### src/adcs_pkg.sv
// Package of constants and types for the converter control sequencer
package adcs_pkg;

  // ----------------------------------------------------------------
  // Register indices and byte addresses
  // ----------------------------------------------------------------
  localparam int          ADDR_W            = 12;
  localparam logic [7:0]  IDX_CONV_CTRL     = 8'h1F;
  localparam logic [7:0]  IDX_PORT_CFG      = 8'h9F;
  localparam logic [7:0]  IDX_RESULT_HIGH   = 8'hA0;
  localparam logic [7:0]  IDX_RESULT_LOW    = 8'hA1;
  localparam logic [7:0]  IDX_IRQ_STATUS    = 8'hA2;
  localparam logic [7:0]  IDX_IRQ_MASK      = 8'hA3;
  localparam logic [11:0] ADDR_CONV_CTRL    = {2'b00, IDX_CONV_CTRL, 2'b00};
  localparam logic [11:0] ADDR_PORT_CFG     = {2'b00, IDX_PORT_CFG, 2'b00};
  localparam logic [11:0] ADDR_RESULT_HIGH  = {2'b00, IDX_RESULT_HIGH, 2'b00};
  localparam logic [11:0] ADDR_RESULT_LOW   = {2'b00, IDX_RESULT_LOW, 2'b00};
  localparam logic [11:0] ADDR_IRQ_STATUS   = {2'b00, IDX_IRQ_STATUS, 2'b00};
  localparam logic [11:0] ADDR_IRQ_MASK     = {2'b00, IDX_IRQ_MASK, 2'b00};

  // ----------------------------------------------------------------
  // Field positions
  // ----------------------------------------------------------------
  localparam int CTRL_CLK_SEL_LSB = 6;
  localparam int CTRL_CHAN_LSB    = 3;
  localparam int CTRL_GO_BIT      = 2;
  localparam int CTRL_POWER_BIT   = 0;
  localparam int CFG_JUSTIFY_BIT  = 7;
  localparam int IRQ_DONE_BIT     = 0;

  // ----------------------------------------------------------------
  // Reset values and counts
  // ----------------------------------------------------------------
  localparam logic [7:0]  CTRL_RESET        = 8'h00;
  localparam logic [7:0]  CFG_RESET         = 8'h00;
  localparam logic [9:0]  RESULT_RESET      = 10'h000;
  localparam int          RESULT_BITS       = 10;
  localparam logic [3:0]  SAR_LAST_BIT      = 4'h9;
  localparam logic [5:0]  DIV2_LAST         = 6'h01;
  localparam logic [5:0]  DIV8_LAST         = 6'h07;
  localparam logic [5:0]  DIV32_LAST        = 6'h1F;

  // Conversion clock sources
  typedef enum logic [1:0] {
    ADCS_CLK_DIV2  = 2'h0,
    ADCS_CLK_DIV8  = 2'h1,
    ADCS_CLK_DIV32 = 2'h2,
    ADCS_CLK_RC    = 2'h3
  } adcs_clk_sel_t;

  // Sequencer states
  typedef enum logic [2:0] {
    ADCS_IDLE    = 3'b001,
    ADCS_SAMPLE  = 3'b010,
    ADCS_CONVERT = 3'b100
  } adcs_state_t;

  // Pin mapping toward the port pins
  typedef struct packed {
    logic [7:0] analog_en;
    logic       vref_hi_pin;
    logic       vref_lo_pin;
  } adcs_pin_map_t;

  // Controls toward the converter core
  typedef struct packed {
    logic       sample;
    logic [2:0] channel;
    logic [9:0] trial;
  } adcs_core_t;

endpackage : adcs_pkg

### src/adcs_sar.sv
// Successive-approximation sequencer for one conversion
`timescale 1ns/1ps
`default_nettype none
module adcs_sar
  import adcs_pkg::*;
(
  input  wire logic       core_clk,
  input  wire logic       rst,
  input  wire logic       start,
  input  wire logic       abort,
  input  wire logic       tick,
  input  wire logic       comp_above,
  output logic            busy,
  output logic            sample,
  output logic            done,
  output logic [9:0]      trial,
  output logic [9:0]      result
);

  adcs_state_t state;
  logic [3:0]  bit_idx;

  // ----------------------------------------------------------------
  // Sample then resolve one bit per conversion bit time
  // ----------------------------------------------------------------
  always_ff @(posedge core_clk or posedge rst) begin
    if (rst) begin
      state   <= ADCS_IDLE;
      bit_idx <= 4'h0;
      trial   <= 10'h000;
      result  <= RESULT_RESET;
      done    <= 1'b0;
    end else begin
      done <= 1'b0;
      if (abort) begin
        state <= ADCS_IDLE;
        trial <= 10'h000;
      end else begin
        case (state)
          ADCS_IDLE: begin
            if (start) begin
              state <= ADCS_SAMPLE;
            end
          end
          ADCS_SAMPLE: begin
            if (tick) begin
              state   <= ADCS_CONVERT;
              bit_idx <= SAR_LAST_BIT;
              trial   <= 10'h200;
            end
          end
          ADCS_CONVERT: begin
            if (tick) begin
              // Drop the trial bit when the input is below it
              if (bit_idx == 4'h0) begin
                state  <= ADCS_IDLE;
                done   <= 1'b1;
                result <= comp_above ? trial : (trial & ~10'h001);
                trial  <= 10'h000;
              end else begin
                trial   <= (comp_above ? trial : (trial & ~(10'h001 << bit_idx)))
                           | (10'h001 << (bit_idx - 4'h1));
                bit_idx <= bit_idx - 4'h1;
              end
            end
          end
          default: begin
            state <= ADCS_IDLE;
          end
        endcase
      end
    end
  end

  assign busy   = (state != ADCS_IDLE);
  assign sample = (state == ADCS_SAMPLE);

  property p_done_from_convert;
    @(posedge core_clk) disable iff (rst)
    $rose(done) |-> $past(state) == ADCS_CONVERT && $past(bit_idx) == 4'h0;
  endproperty
  a_done_from_convert: assert property (p_done_from_convert) else $error("done without last bit");

endmodule : adcs_sar
`default_nettype wire

### src/adcs_top.sv
// Converter control sequencer: APB registers, clocking, pin map, interrupt
//
// Operation
// - Five or eight analog input channels
// - Sample input, resolve 10-bit successive approximation
// - References from rails or porta_pin2/porta_pin3
// - Sleep conversions only on internal RC clock
// - Six registers: result pair, control, config, interrupt status, interrupt mask
// - Config sets pins analog, digital or reference
// - Channel select bits 5-3 pick channel
// - Right justify zeroes high byte upper six
// - Left justify zeroes low byte lower six
// - Done: load result, clear go, set flag
// - Pin config bits 3-0 select map, refs
`timescale 1ns/1ps
`default_nettype none
module adcs_top
  import adcs_pkg::*;
#(
  parameter int NUM_CHANNELS = 8
)(
  input  wire logic                 core_clk,
  input  wire logic                 rst,
  input  wire logic                 psel,
  input  wire logic                 penable,
  input  wire logic                 pwrite,
  input  wire logic [ADDR_W-1:0]    paddr,
  input  wire logic [31:0]          pwdata,
  output logic      [31:0]          prdata,
  output logic                      pready,
  output logic                      pslverr,
  input  wire logic                 sleep,
  input  wire logic                 rc_tick,
  input  wire logic                 comp_above,
  output adcs_pkg::adcs_core_t      core_ctrl,
  output adcs_pkg::adcs_pin_map_t   pin_map,
  output logic                      irq
);

  // ----------------------------------------------------------------
  // Declarations
  // ----------------------------------------------------------------
  logic [1:0]    clk_sel;
  logic [2:0]    channel_sel;
  logic          conv_go_flag;
  logic          conv_power_on;
  logic          result_justify;
  logic [3:0]    pin_config_sel;
  logic [9:0]    result_raw;
  logic          irq_status;
  logic          irq_mask;
  logic [5:0]    div_cnt;
  logic [5:0]    div_last;
  logic          conv_tick;
  logic          wr_en;
  logic          rd_en;
  logic          go_write;
  logic          start;
  logic          abort;
  logic          sar_busy;
  logic          sar_sample;
  logic          sar_done;
  logic [9:0]    sar_trial;
  logic [9:0]    sar_result;
  logic [7:0]    ctrl_rd;
  logic [7:0]    cfg_rd;
  logic [7:0]    res_hi_rd;
  logic [7:0]    res_lo_rd;
  logic          addr_ok;
  logic [7:0]    next_rd;
  adcs_pin_map_t next_pin_map;

  // ----------------------------------------------------------------
  // Pin map lookup
  // ----------------------------------------------------------------
  // Analog enables for AN7..AN0 and the two reference pins
  function automatic adcs_pin_map_t pin_lookup(input logic [3:0] sel);
    adcs_pin_map_t m;
    m = '{analog_en: 8'h00, vref_hi_pin: 1'b0, vref_lo_pin: 1'b0};
    case (sel)
      4'h0: m = '{analog_en: 8'hFF, vref_hi_pin: 1'b0, vref_lo_pin: 1'b0};
      4'h1: m = '{analog_en: 8'hF7, vref_hi_pin: 1'b1, vref_lo_pin: 1'b0};
      4'h2: m = '{analog_en: 8'h1F, vref_hi_pin: 1'b0, vref_lo_pin: 1'b0};
      4'h3: m = '{analog_en: 8'h17, vref_hi_pin: 1'b1, vref_lo_pin: 1'b0};
      4'h4: m = '{analog_en: 8'h0B, vref_hi_pin: 1'b0, vref_lo_pin: 1'b0};
      4'h5: m = '{analog_en: 8'h03, vref_hi_pin: 1'b1, vref_lo_pin: 1'b0};
      4'h6: m = '{analog_en: 8'h00, vref_hi_pin: 1'b0, vref_lo_pin: 1'b0};
      4'h7: m = '{analog_en: 8'h00, vref_hi_pin: 1'b0, vref_lo_pin: 1'b0};
      4'h8: m = '{analog_en: 8'hF3, vref_hi_pin: 1'b1, vref_lo_pin: 1'b1};
      4'h9: m = '{analog_en: 8'h3F, vref_hi_pin: 1'b0, vref_lo_pin: 1'b0};
      4'hA: m = '{analog_en: 8'h37, vref_hi_pin: 1'b1, vref_lo_pin: 1'b0};
      4'hB: m = '{analog_en: 8'h33, vref_hi_pin: 1'b1, vref_lo_pin: 1'b1};
      4'hC: m = '{analog_en: 8'h13, vref_hi_pin: 1'b1, vref_lo_pin: 1'b1};
      4'hD: m = '{analog_en: 8'h03, vref_hi_pin: 1'b1, vref_lo_pin: 1'b1};
      4'hE: m = '{analog_en: 8'h01, vref_hi_pin: 1'b0, vref_lo_pin: 1'b0};
      default: m = '{analog_en: 8'h01, vref_hi_pin: 1'b1, vref_lo_pin: 1'b1};
    endcase
    return m;
  endfunction : pin_lookup

  // ----------------------------------------------------------------
  // Bus strobes
  // ----------------------------------------------------------------
  // Accept on the first access cycle, while pready is still low
  assign wr_en    = psel && penable && !pready && pwrite && addr_ok;
  assign rd_en    = psel && penable && !pready && !pwrite;
  assign go_write = wr_en && (paddr == ADDR_CONV_CTRL);
  assign start    = go_write && pwdata[CTRL_GO_BIT] && pwdata[CTRL_POWER_BIT]
                    && !sar_busy;
  assign abort    = sar_busy && ((go_write && !pwdata[CTRL_GO_BIT]) || !conv_power_on);

  // Address decode
  always_comb begin
    if (paddr == ADDR_CONV_CTRL) begin
      addr_ok = 1'b1;
    end else if (paddr == ADDR_PORT_CFG) begin
      addr_ok = 1'b1;
    end else if (paddr == ADDR_RESULT_HIGH) begin
      addr_ok = 1'b1;
    end else if (paddr == ADDR_RESULT_LOW) begin
      addr_ok = 1'b1;
    end else if (paddr == ADDR_IRQ_STATUS) begin
      addr_ok = 1'b1;
    end else if (paddr == ADDR_IRQ_MASK) begin
      addr_ok = 1'b1;
    end else begin
      addr_ok = 1'b0;
    end
  end

  // ----------------------------------------------------------------
  // Control register
  // ----------------------------------------------------------------
  always_ff @(posedge core_clk or posedge rst) begin
    if (rst) begin
      clk_sel       <= CTRL_RESET[7:6];
      channel_sel   <= CTRL_RESET[5:3];
      conv_power_on <= CTRL_RESET[0];
    end else if (go_write) begin
      clk_sel       <= pwdata[CTRL_CLK_SEL_LSB +: 2];
      channel_sel   <= pwdata[CTRL_CHAN_LSB +: 3];
      conv_power_on <= pwdata[CTRL_POWER_BIT];
    end
  end

  // Go flag: a start in the completion cycle must not be lost
  always_ff @(posedge core_clk or posedge rst) begin
    if (rst) begin
      conv_go_flag <= CTRL_RESET[2];
    end else if (start) begin
      conv_go_flag <= 1'b1;
    end else if (sar_done || abort) begin
      conv_go_flag <= 1'b0;
    end
  end

  // ----------------------------------------------------------------
  // Port configuration register
  // ----------------------------------------------------------------
  always_ff @(posedge core_clk or posedge rst) begin
    if (rst) begin
      result_justify <= CFG_RESET[7];
      pin_config_sel <= CFG_RESET[3:0];
    end else if (wr_en && paddr == ADDR_PORT_CFG) begin
      result_justify <= pwdata[CFG_JUSTIFY_BIT];
      pin_config_sel <= pwdata[3:0];
    end
  end

  // ----------------------------------------------------------------
  // Conversion clock
  // ----------------------------------------------------------------
  // Division chosen by clock select
  always_comb begin
    case (clk_sel)
      ADCS_CLK_DIV2:  div_last = DIV2_LAST;
      ADCS_CLK_DIV8:  div_last = DIV8_LAST;
      default:        div_last = DIV32_LAST;
    endcase
  end

  // System clock divider; held at zero in sleep
  always_ff @(posedge core_clk or posedge rst) begin
    if (rst) begin
      div_cnt <= 6'h00;
    end else if (!sar_busy || sleep || div_cnt >= div_last) begin
      div_cnt <= 6'h00;
    end else begin
      div_cnt <= div_cnt + 6'h01;
    end
  end

  // Bit time tick: RC runs in sleep, system divisions do not
  always_comb begin
    if (clk_sel == ADCS_CLK_RC) begin
      conv_tick = rc_tick;
    end else begin
      conv_tick = !sleep && (div_cnt == div_last);
    end
  end

  // ----------------------------------------------------------------
  // Approximation engine
  // ----------------------------------------------------------------
  adcs_sar u_sar (
    .core_clk   (core_clk),
    .rst        (rst),
    .start      (start),
    .abort      (abort),
    .tick       (conv_tick),
    .comp_above (comp_above),
    .busy       (sar_busy),
    .sample     (sar_sample),
    .done       (sar_done),
    .trial      (sar_trial),
    .result     (sar_result)
  );

  // Result pair loads on completion
  always_ff @(posedge core_clk or posedge rst) begin
    if (rst) begin
      result_raw <= RESULT_RESET;
    end else if (sar_done) begin
      result_raw <= sar_result;
    end
  end

  // ----------------------------------------------------------------
  // Interrupt status and mask
  // ----------------------------------------------------------------
  // Completion wins over a same-cycle write-one clear
  always_ff @(posedge core_clk or posedge rst) begin
    if (rst) begin
      irq_status <= 1'b0;
    end else if (sar_done) begin
      irq_status <= 1'b1;
    end else if (wr_en && paddr == ADDR_IRQ_STATUS && pwdata[IRQ_DONE_BIT]) begin
      irq_status <= 1'b0;
    end
  end

  always_ff @(posedge core_clk or posedge rst) begin
    if (rst) begin
      irq_mask <= 1'b0;
    end else if (wr_en && paddr == ADDR_IRQ_MASK) begin
      irq_mask <= pwdata[IRQ_DONE_BIT];
    end
  end

  always_ff @(posedge core_clk or posedge rst) begin
    if (rst) begin
      irq <= 1'b0;
    end else begin
      irq <= irq_status && irq_mask;
    end
  end

  // ----------------------------------------------------------------
  // Outputs toward pins and core
  // ----------------------------------------------------------------
  // Channels beyond the fitted count go digital from the first clock after reset; reset drives all eight analog
  always_comb begin
    next_pin_map = pin_lookup(pin_config_sel);
    for (int i = NUM_CHANNELS; i < 8; i++) begin
      next_pin_map.analog_en[i] = 1'b0;
    end
  end

  always_ff @(posedge core_clk or posedge rst) begin
    if (rst) begin
      pin_map   <= '{analog_en: 8'hFF, vref_hi_pin: 1'b0, vref_lo_pin: 1'b0};
      core_ctrl <= '{sample: 1'b0, channel: 3'h0, trial: 10'h000};
    end else begin
      pin_map   <= next_pin_map;
      core_ctrl <= '{sample: sar_sample, channel: channel_sel, trial: sar_trial};
    end
  end

  // ----------------------------------------------------------------
  // Read data
  // ----------------------------------------------------------------
  assign ctrl_rd   = {clk_sel, channel_sel, conv_go_flag, 1'b0, conv_power_on};
  assign cfg_rd    = {result_justify, 3'b000, pin_config_sel};
  assign res_hi_rd = result_justify ? {6'h00, result_raw[9:8]} : result_raw[9:2];
  assign res_lo_rd = result_justify ? result_raw[7:0] : {result_raw[1:0], 6'h00};

  always_comb begin
    if (paddr == ADDR_CONV_CTRL) begin
      next_rd = ctrl_rd;
    end else if (paddr == ADDR_PORT_CFG) begin
      next_rd = cfg_rd;
    end else if (paddr == ADDR_RESULT_HIGH) begin
      next_rd = res_hi_rd;
    end else if (paddr == ADDR_RESULT_LOW) begin
      next_rd = res_lo_rd;
    end else if (paddr == ADDR_IRQ_STATUS) begin
      next_rd = {7'h00, irq_status};
    end else if (paddr == ADDR_IRQ_MASK) begin
      next_rd = {7'h00, irq_mask};
    end else begin
      next_rd = 8'h00;
    end
  end

  // One wait state, then ready with data or error
  always_ff @(posedge core_clk or posedge rst) begin
    if (rst) begin
      pready  <= 1'b0;
      pslverr <= 1'b0;
      prdata  <= 32'h0000_0000;
    end else if (psel && penable && !pready) begin
      pready  <= 1'b1;
      pslverr <= !addr_ok;
      prdata  <= rd_en ? {24'h000000, next_rd} : 32'h0000_0000;
    end else begin
      pready  <= 1'b0;
      pslverr <= 1'b0;
      prdata  <= 32'h0000_0000;
    end
  end

  // ----------------------------------------------------------------
  // Checks
  // ----------------------------------------------------------------
  property p_done_clears_go;
    @(posedge core_clk) disable iff (rst)
    sar_done && !start |=> !conv_go_flag && irq_status && result_raw == $past(sar_result);
  endproperty
  a_done_clears_go: assert property (p_done_clears_go) else $error("completion effects missing");

  property p_start_needs_power;
    @(posedge core_clk) disable iff (rst)
    start |-> pwdata[CTRL_POWER_BIT] ##1 conv_go_flag && conv_power_on;
  endproperty
  a_start_needs_power: assert property (p_start_needs_power) else $error("start without power");

  property p_bit1_zero;
    @(posedge core_clk) disable iff (rst)
    rd_en && paddr == ADDR_CONV_CTRL |=> pready && prdata[1] == 1'b0;
  endproperty
  a_bit1_zero: assert property (p_bit1_zero) else $error("control bit 1 not zero");

  property p_right_justify;
    @(posedge core_clk) disable iff (rst)
    rd_en && paddr == ADDR_RESULT_HIGH && result_justify
      |=> prdata[7:2] == 6'h00 && prdata[1:0] == $past(result_raw[9:8]);
  endproperty
  a_right_justify: assert property (p_right_justify) else $error("right justify high byte wrong");

  property p_left_justify;
    @(posedge core_clk) disable iff (rst)
    rd_en && paddr == ADDR_RESULT_LOW && !result_justify
      |=> prdata[5:0] == 6'h00 && prdata[7:6] == $past(result_raw[1:0]);
  endproperty
  a_left_justify: assert property (p_left_justify) else $error("left justify low byte wrong");

  property p_sleep_rc_only;
    @(posedge core_clk) disable iff (rst)
    sleep && clk_sel != ADCS_CLK_RC |-> !conv_tick;
  endproperty
  a_sleep_rc_only: assert property (p_sleep_rc_only) else $error("bit tick in sleep off RC");

  property p_all_digital;
    @(posedge core_clk) disable iff (rst)
    pin_config_sel[3:1] == 3'b011 |=> pin_map.analog_en == 8'h00 && !pin_map.vref_hi_pin;
  endproperty
  a_all_digital: assert property (p_all_digital) else $error("digital map not applied");

  property p_ref_pins;
    @(posedge core_clk) disable iff (rst)
    pin_config_sel == 4'h8 |=> pin_map.vref_hi_pin && pin_map.vref_lo_pin && !pin_map.analog_en[3];
  endproperty
  a_ref_pins: assert property (p_ref_pins) else $error("reference pins not selected");

  property p_channel_out;
    @(posedge core_clk) disable iff (rst)
    ##1 core_ctrl.channel == $past(channel_sel);
  endproperty
  a_channel_out: assert property (p_channel_out) else $error("channel not driven");

  property p_div2_rate;
    @(posedge core_clk) disable iff (rst)
    conv_tick && clk_sel == ADCS_CLK_DIV2 && !sleep && sar_busy && !start && !abort
      |=> !conv_tick ##1 (conv_tick || !sar_busy || sleep || $changed(clk_sel));
  endproperty
  a_div2_rate: assert property (p_div2_rate) else $error("divide-by-two tick spacing wrong");

endmodule : adcs_top
`default_nettype wire

### config.mk
export PLATFORM = sky130hd
export DESIGN_NAME = adcs_top
export DESIGN_NICKNAME = d
export VERILOG_FILES = /design/src/adcs_pkg.sv /design/src/adcs_sar.sv /design/src/adcs_top.sv
export SDC_FILE = /design/constraint.sdc
export NUM_CORES = 1
export LEC_CHECK = 0
export ABC_AREA = 0
export ABC_CLOCK_PERIOD_IN_PS = 6100
export BUFFER_PORTS_ARGS = -buffer_cell sky130_fd_sc_hd__clkbuf_2
export CAP_MARGIN = 20
export CORE_ASPECT_RATIO = 1.2
export CORE_MARGIN = 4
export CORE_UTILIZATION = 57
export CTS_CLUSTER_DIAMETER = 80
export CTS_CLUSTER_SIZE = 16
export DETAILED_ROUTE_END_ITERATION = 10
export PLACE_DENSITY = 0.85
export REMOVE_ABC_BUFFERS = 1
export SLEW_MARGIN = 20
export SYNTH_ARGS = -nofsm -noshare
export SYNTH_HDL_FRONTEND = slang
export SYNTH_SLANG_ARGS = --single-unit
### constraint.sdc
create_clock -name core_clk -period 6.1 [get_ports core_clk]
set_input_delay 0.305 -clock core_clk [delete_from_list [all_inputs] [get_ports core_clk]]
set_output_delay 0.305 -clock core_clk [all_outputs]
set_load 0.02 [all_outputs]
==> results.yml <==
critical_path:
  cp-end-kind: "flip-flop"
  worstRegToRegCells: 5
  rrSetupSlack_ns: 3.27
  cp_max_fo: 20
  critical_path.startpoint_type: "flip-flop"
  required_ns: 6.34
  arrival_ns: 3.08
  r2r-start: "pready"
  r2r-end: "u_sar.result[8]"
  criticalPathCategory: "reg2reg"
cts:
  post-cts-setup-buffer-count: 0
  cts-root-buf: "clkbuf_8"
  clk_pin_slew_worst_paths_ns: 0.09
  cts_hold_buf: 0
  cts_buffer_depth: 2
  h-tree-depth: 3
  clock_sinks: 92
  cts_made_buffers: 9
  cts_resized: 0
  clk_latency_ns: 0.35
  cts_tree: "done"
global_routing:
  grt_usage_pct: 19.5
  grt-ovfl-total: 0
  grt_pass1_vias: 2989
  grt_start_max_net_pins: 93
  grt_pass1_wl_mm: 14.2
  antenna_found_initial: 0
min_path:
  hold_class: "in2async"
logic_synthesis:
  synthMuxAreaShare_pct: 8.65
  yosysSeqAreaShare_pct: 52.0
  synth.avg_cell_area_um2: 10.9
  synthCells: 408
  synth-seq-cells: 92
  synth_enable_flop_cells: 0
  ys_types: 59
  ys_warn_count: 0
  async_flop_share_pct: 100
  synthXorXnorAreaFrac_pct: 0.789
  synthSimpleGateAreaFrac_pct: 16.1
  synth_top_family_by_area: "simple AND/OR/NAND/NOR gates"
  syn_area_um2: 4440
  synth_ff_type: "dfrtp_1"
  synthAdderAreaFrac_pct: 3.94
  synth_compound_area_share_pct: 11.2
sta:
  fin_skew_ns: 0.00970
  slew_headroom_pct: 42.1
  tightestPinTransition_ns: 0.869
  finalCritPeriodShare_pct: 46.5
  slew_violations: 0
  tns_ns: 0
  rsz0062_at_grt: "no"
  timing.fmax_ghz: 0.353
  finalHoldViolCount: 0
  finalSetupViolations: 0
  fin_crit_ns: 2.83
placement:
  gp_congestion: 0.851
  portBuffers: 62
  dp.cells: 544
  dpl.hpwl_mm: 6.45
die:
  initial_core_util_pct: 58.3
  die_y_um: 105
  ioPinCount: 111
  die_w_um: 88.6
  dieArea_um2: 9280
  rows: 35
  core-area_um2: 7620
routing:
  drtIter0Drc: 201
  routed_via_density: 5.62
  wl_mm: 8.77
  detail-route-antenna-nets: 0
  firstDrtPassIters: 6
  vias: 3149
  drc_errors: 0
  wl_per_cell_um: 15.7
cells_and_area:
  fin_nets: 529
  instances_no_fill: 560
  area_delta_synth_final_pct: 10.1
  fillers: 604
  drive_above_1_share_pct: 26.3
  antenna_cells: 0
power:
  p_leak_nw: 2.45
  fin_total_pwr_mw: 1.06
  powerDensity_nw_per_um2: 216
  ir_drop_uv: 144
job:
  cap_violations: 0
run_status:
  outcome: "finished clean"
==> placed cells by master (no fill, tap or decap), types with 4 or more instances in the layout <==
cell type  count
a21o_1         4
a21oi_1       23
a22o_1         5
a22oi_1        4
a31oi_1        4
and2_1         4
clkbuf_2      62
clkbuf_8       9
conb_1        24
dfrtp_1       84
dfstp_2        8
ha_1          14
inv_1         13
mux2_2        19
mux2_4         8
mux2i_1        5
nand2_1       39
nand2b_1       6
nand3_1        9
nor2_1        24
nor2b_1        7
nor3_1        10
nor4_1         4
o21ai_0       16
o31ai_1        5
==> sequential cells by signal, summed over array words and instances (netlist names), 2 cells and up <==
| name | cells |
|---|---|
| pin_config_sel | 4 |
| u_sar.trial | 10 |
| result_raw | 10 |
| u_sar.result | 10 |
| core_ctrl | 14 |
| clk_sel | 2 |
| prdata | 8 |
| channel_sel | 3 |
| u_sar.bit_idx | 4 |
| u_sar.state | 3 |
| pin_map | 9 |
| div_cnt | 6 |
==> worst max path at each step <==
stage             start               to  cells past startpoint
2_1_floorplan       rst   channel_sel[0]                      1
3_3_place_gp   paddr[1]  u_sar.result[8]                      6
3_5_place_dp   paddr[1]  u_sar.result[8]                      6
4_1_cts          pready  u_sar.result[8]                      5
5_1_grt          pready  u_sar.result[8]                      5
6_report         pready  u_sar.result[8]                      5
==> kinds of logic after synthesis <==
family          after synthesis
other cells                   1
compound gates               77
buf+inv                      56
simple gates                132
mux                          32
fa+ha+maj                    14
flops                        92
xor+xnor                      4
==> layer usage <==
layer	global-route usage (%)	part of all wire, %	routed length, µm	vias up
met5	0	0	0	-
met4	7.56	2.6	232	0
met3	4.42	5.8	512	22
met2	32.5	52	4560	126
met1	24.3	39	3460	1503
li1	-	-	-	1498
==> critical path, cell delays in order (launching register included) <==
cell and delay [ns]:
dfrtp_1 0.39, nand4b_1 0.37, or4_1 0.52, o22ai_2 0.66, or4_4 0.41, mux2_2 0.36
==> Yosys cell counts, types with 3 or more instances <==
library cell | instances | area share, %
mux2_2 | 19 | 4.8
nor2_1 | 24 | 2.0
nor2b_1 | 7 | 0.99
o31ai_1 | 5 | 0.84
a31oi_1 | 4 | 0.56
ha_1 | 14 | 3.9
dfrtp_1 | 84 | 47
nand2b_1 | 6 | 0.84
xor2_1 | 3 | 0.59
o22ai_1 | 3 | 0.42
and2_1 | 4 | 0.56
nor3b_1 | 3 | 0.51
inv_1 | 14 | 1.2
a21o_1 | 4 | 0.68
nor3_1 | 10 | 1.1
mux2_4 | 8 | 2.7
clkbuf_1 | 9 | 0.76
a22o_1 | 5 | 0.99
o21ai_0 | 16 | 1.8
nand3_1 | 9 | 1.0
dfstp_2 | 8 | 4.7
a22oi_1 | 4 | 0.68
buf_2 | 5 | 0.56
nor4_1 | 4 | 0.56
a21oi_1 | 23 | 2.6
nand2_1 | 39 | 3.3
or4_1 | 3 | 0.51
or2_2 | 3 | 0.42
buf_4 | 26 | 4.4
mux2i_1 | 5 | 1.1
==> power by group <==
part | switching [mW] | total (mW) | leakage [nW] | internal (mW)
Clock | 0.208 | 0.399 | 0.0862 | 0.191
Combinational | 0.0373 | 0.0482 | 1.13 | 0.0109
Sequential | 0.000504 | 0.611 | 1.23 | 0.611
==> metrics by stage <==
step                      utilization, %  worst slack (ns)  cell area [µm²]  hold WS, ns
after floorplan                        -              3.42             4260        0.364
after global placement              61.6              3.25             4690        0.398
after detailed placement            61.6              3.20             4690        0.399
after CTS                           64.1              3.32             4890        0.153
after global routing                64.2              3.13             4890        0.148
final                               64.2              3.27             4890        0.131
==> cell type report <==
| cell class | count | area, µm² | area share [%] |
|---|---|---|---|
| Sequential cell | 92 | 2310 | 47.3 |
| Multi-Input combinational cell | 283 | 1900 | 38.8 |
| Timing Repair Buffer | 63 | 322 | 6.57 |
| Inverter | 14 | 53.8 | 1.10 |
| Clock inverter | 5 | 61.3 | 1.25 |
| Tap cell | 92 | 115 | 2.35 |
| Clock buffer | 11 | 131 | 2.69 |
Power figures use the tool's default switching activity.
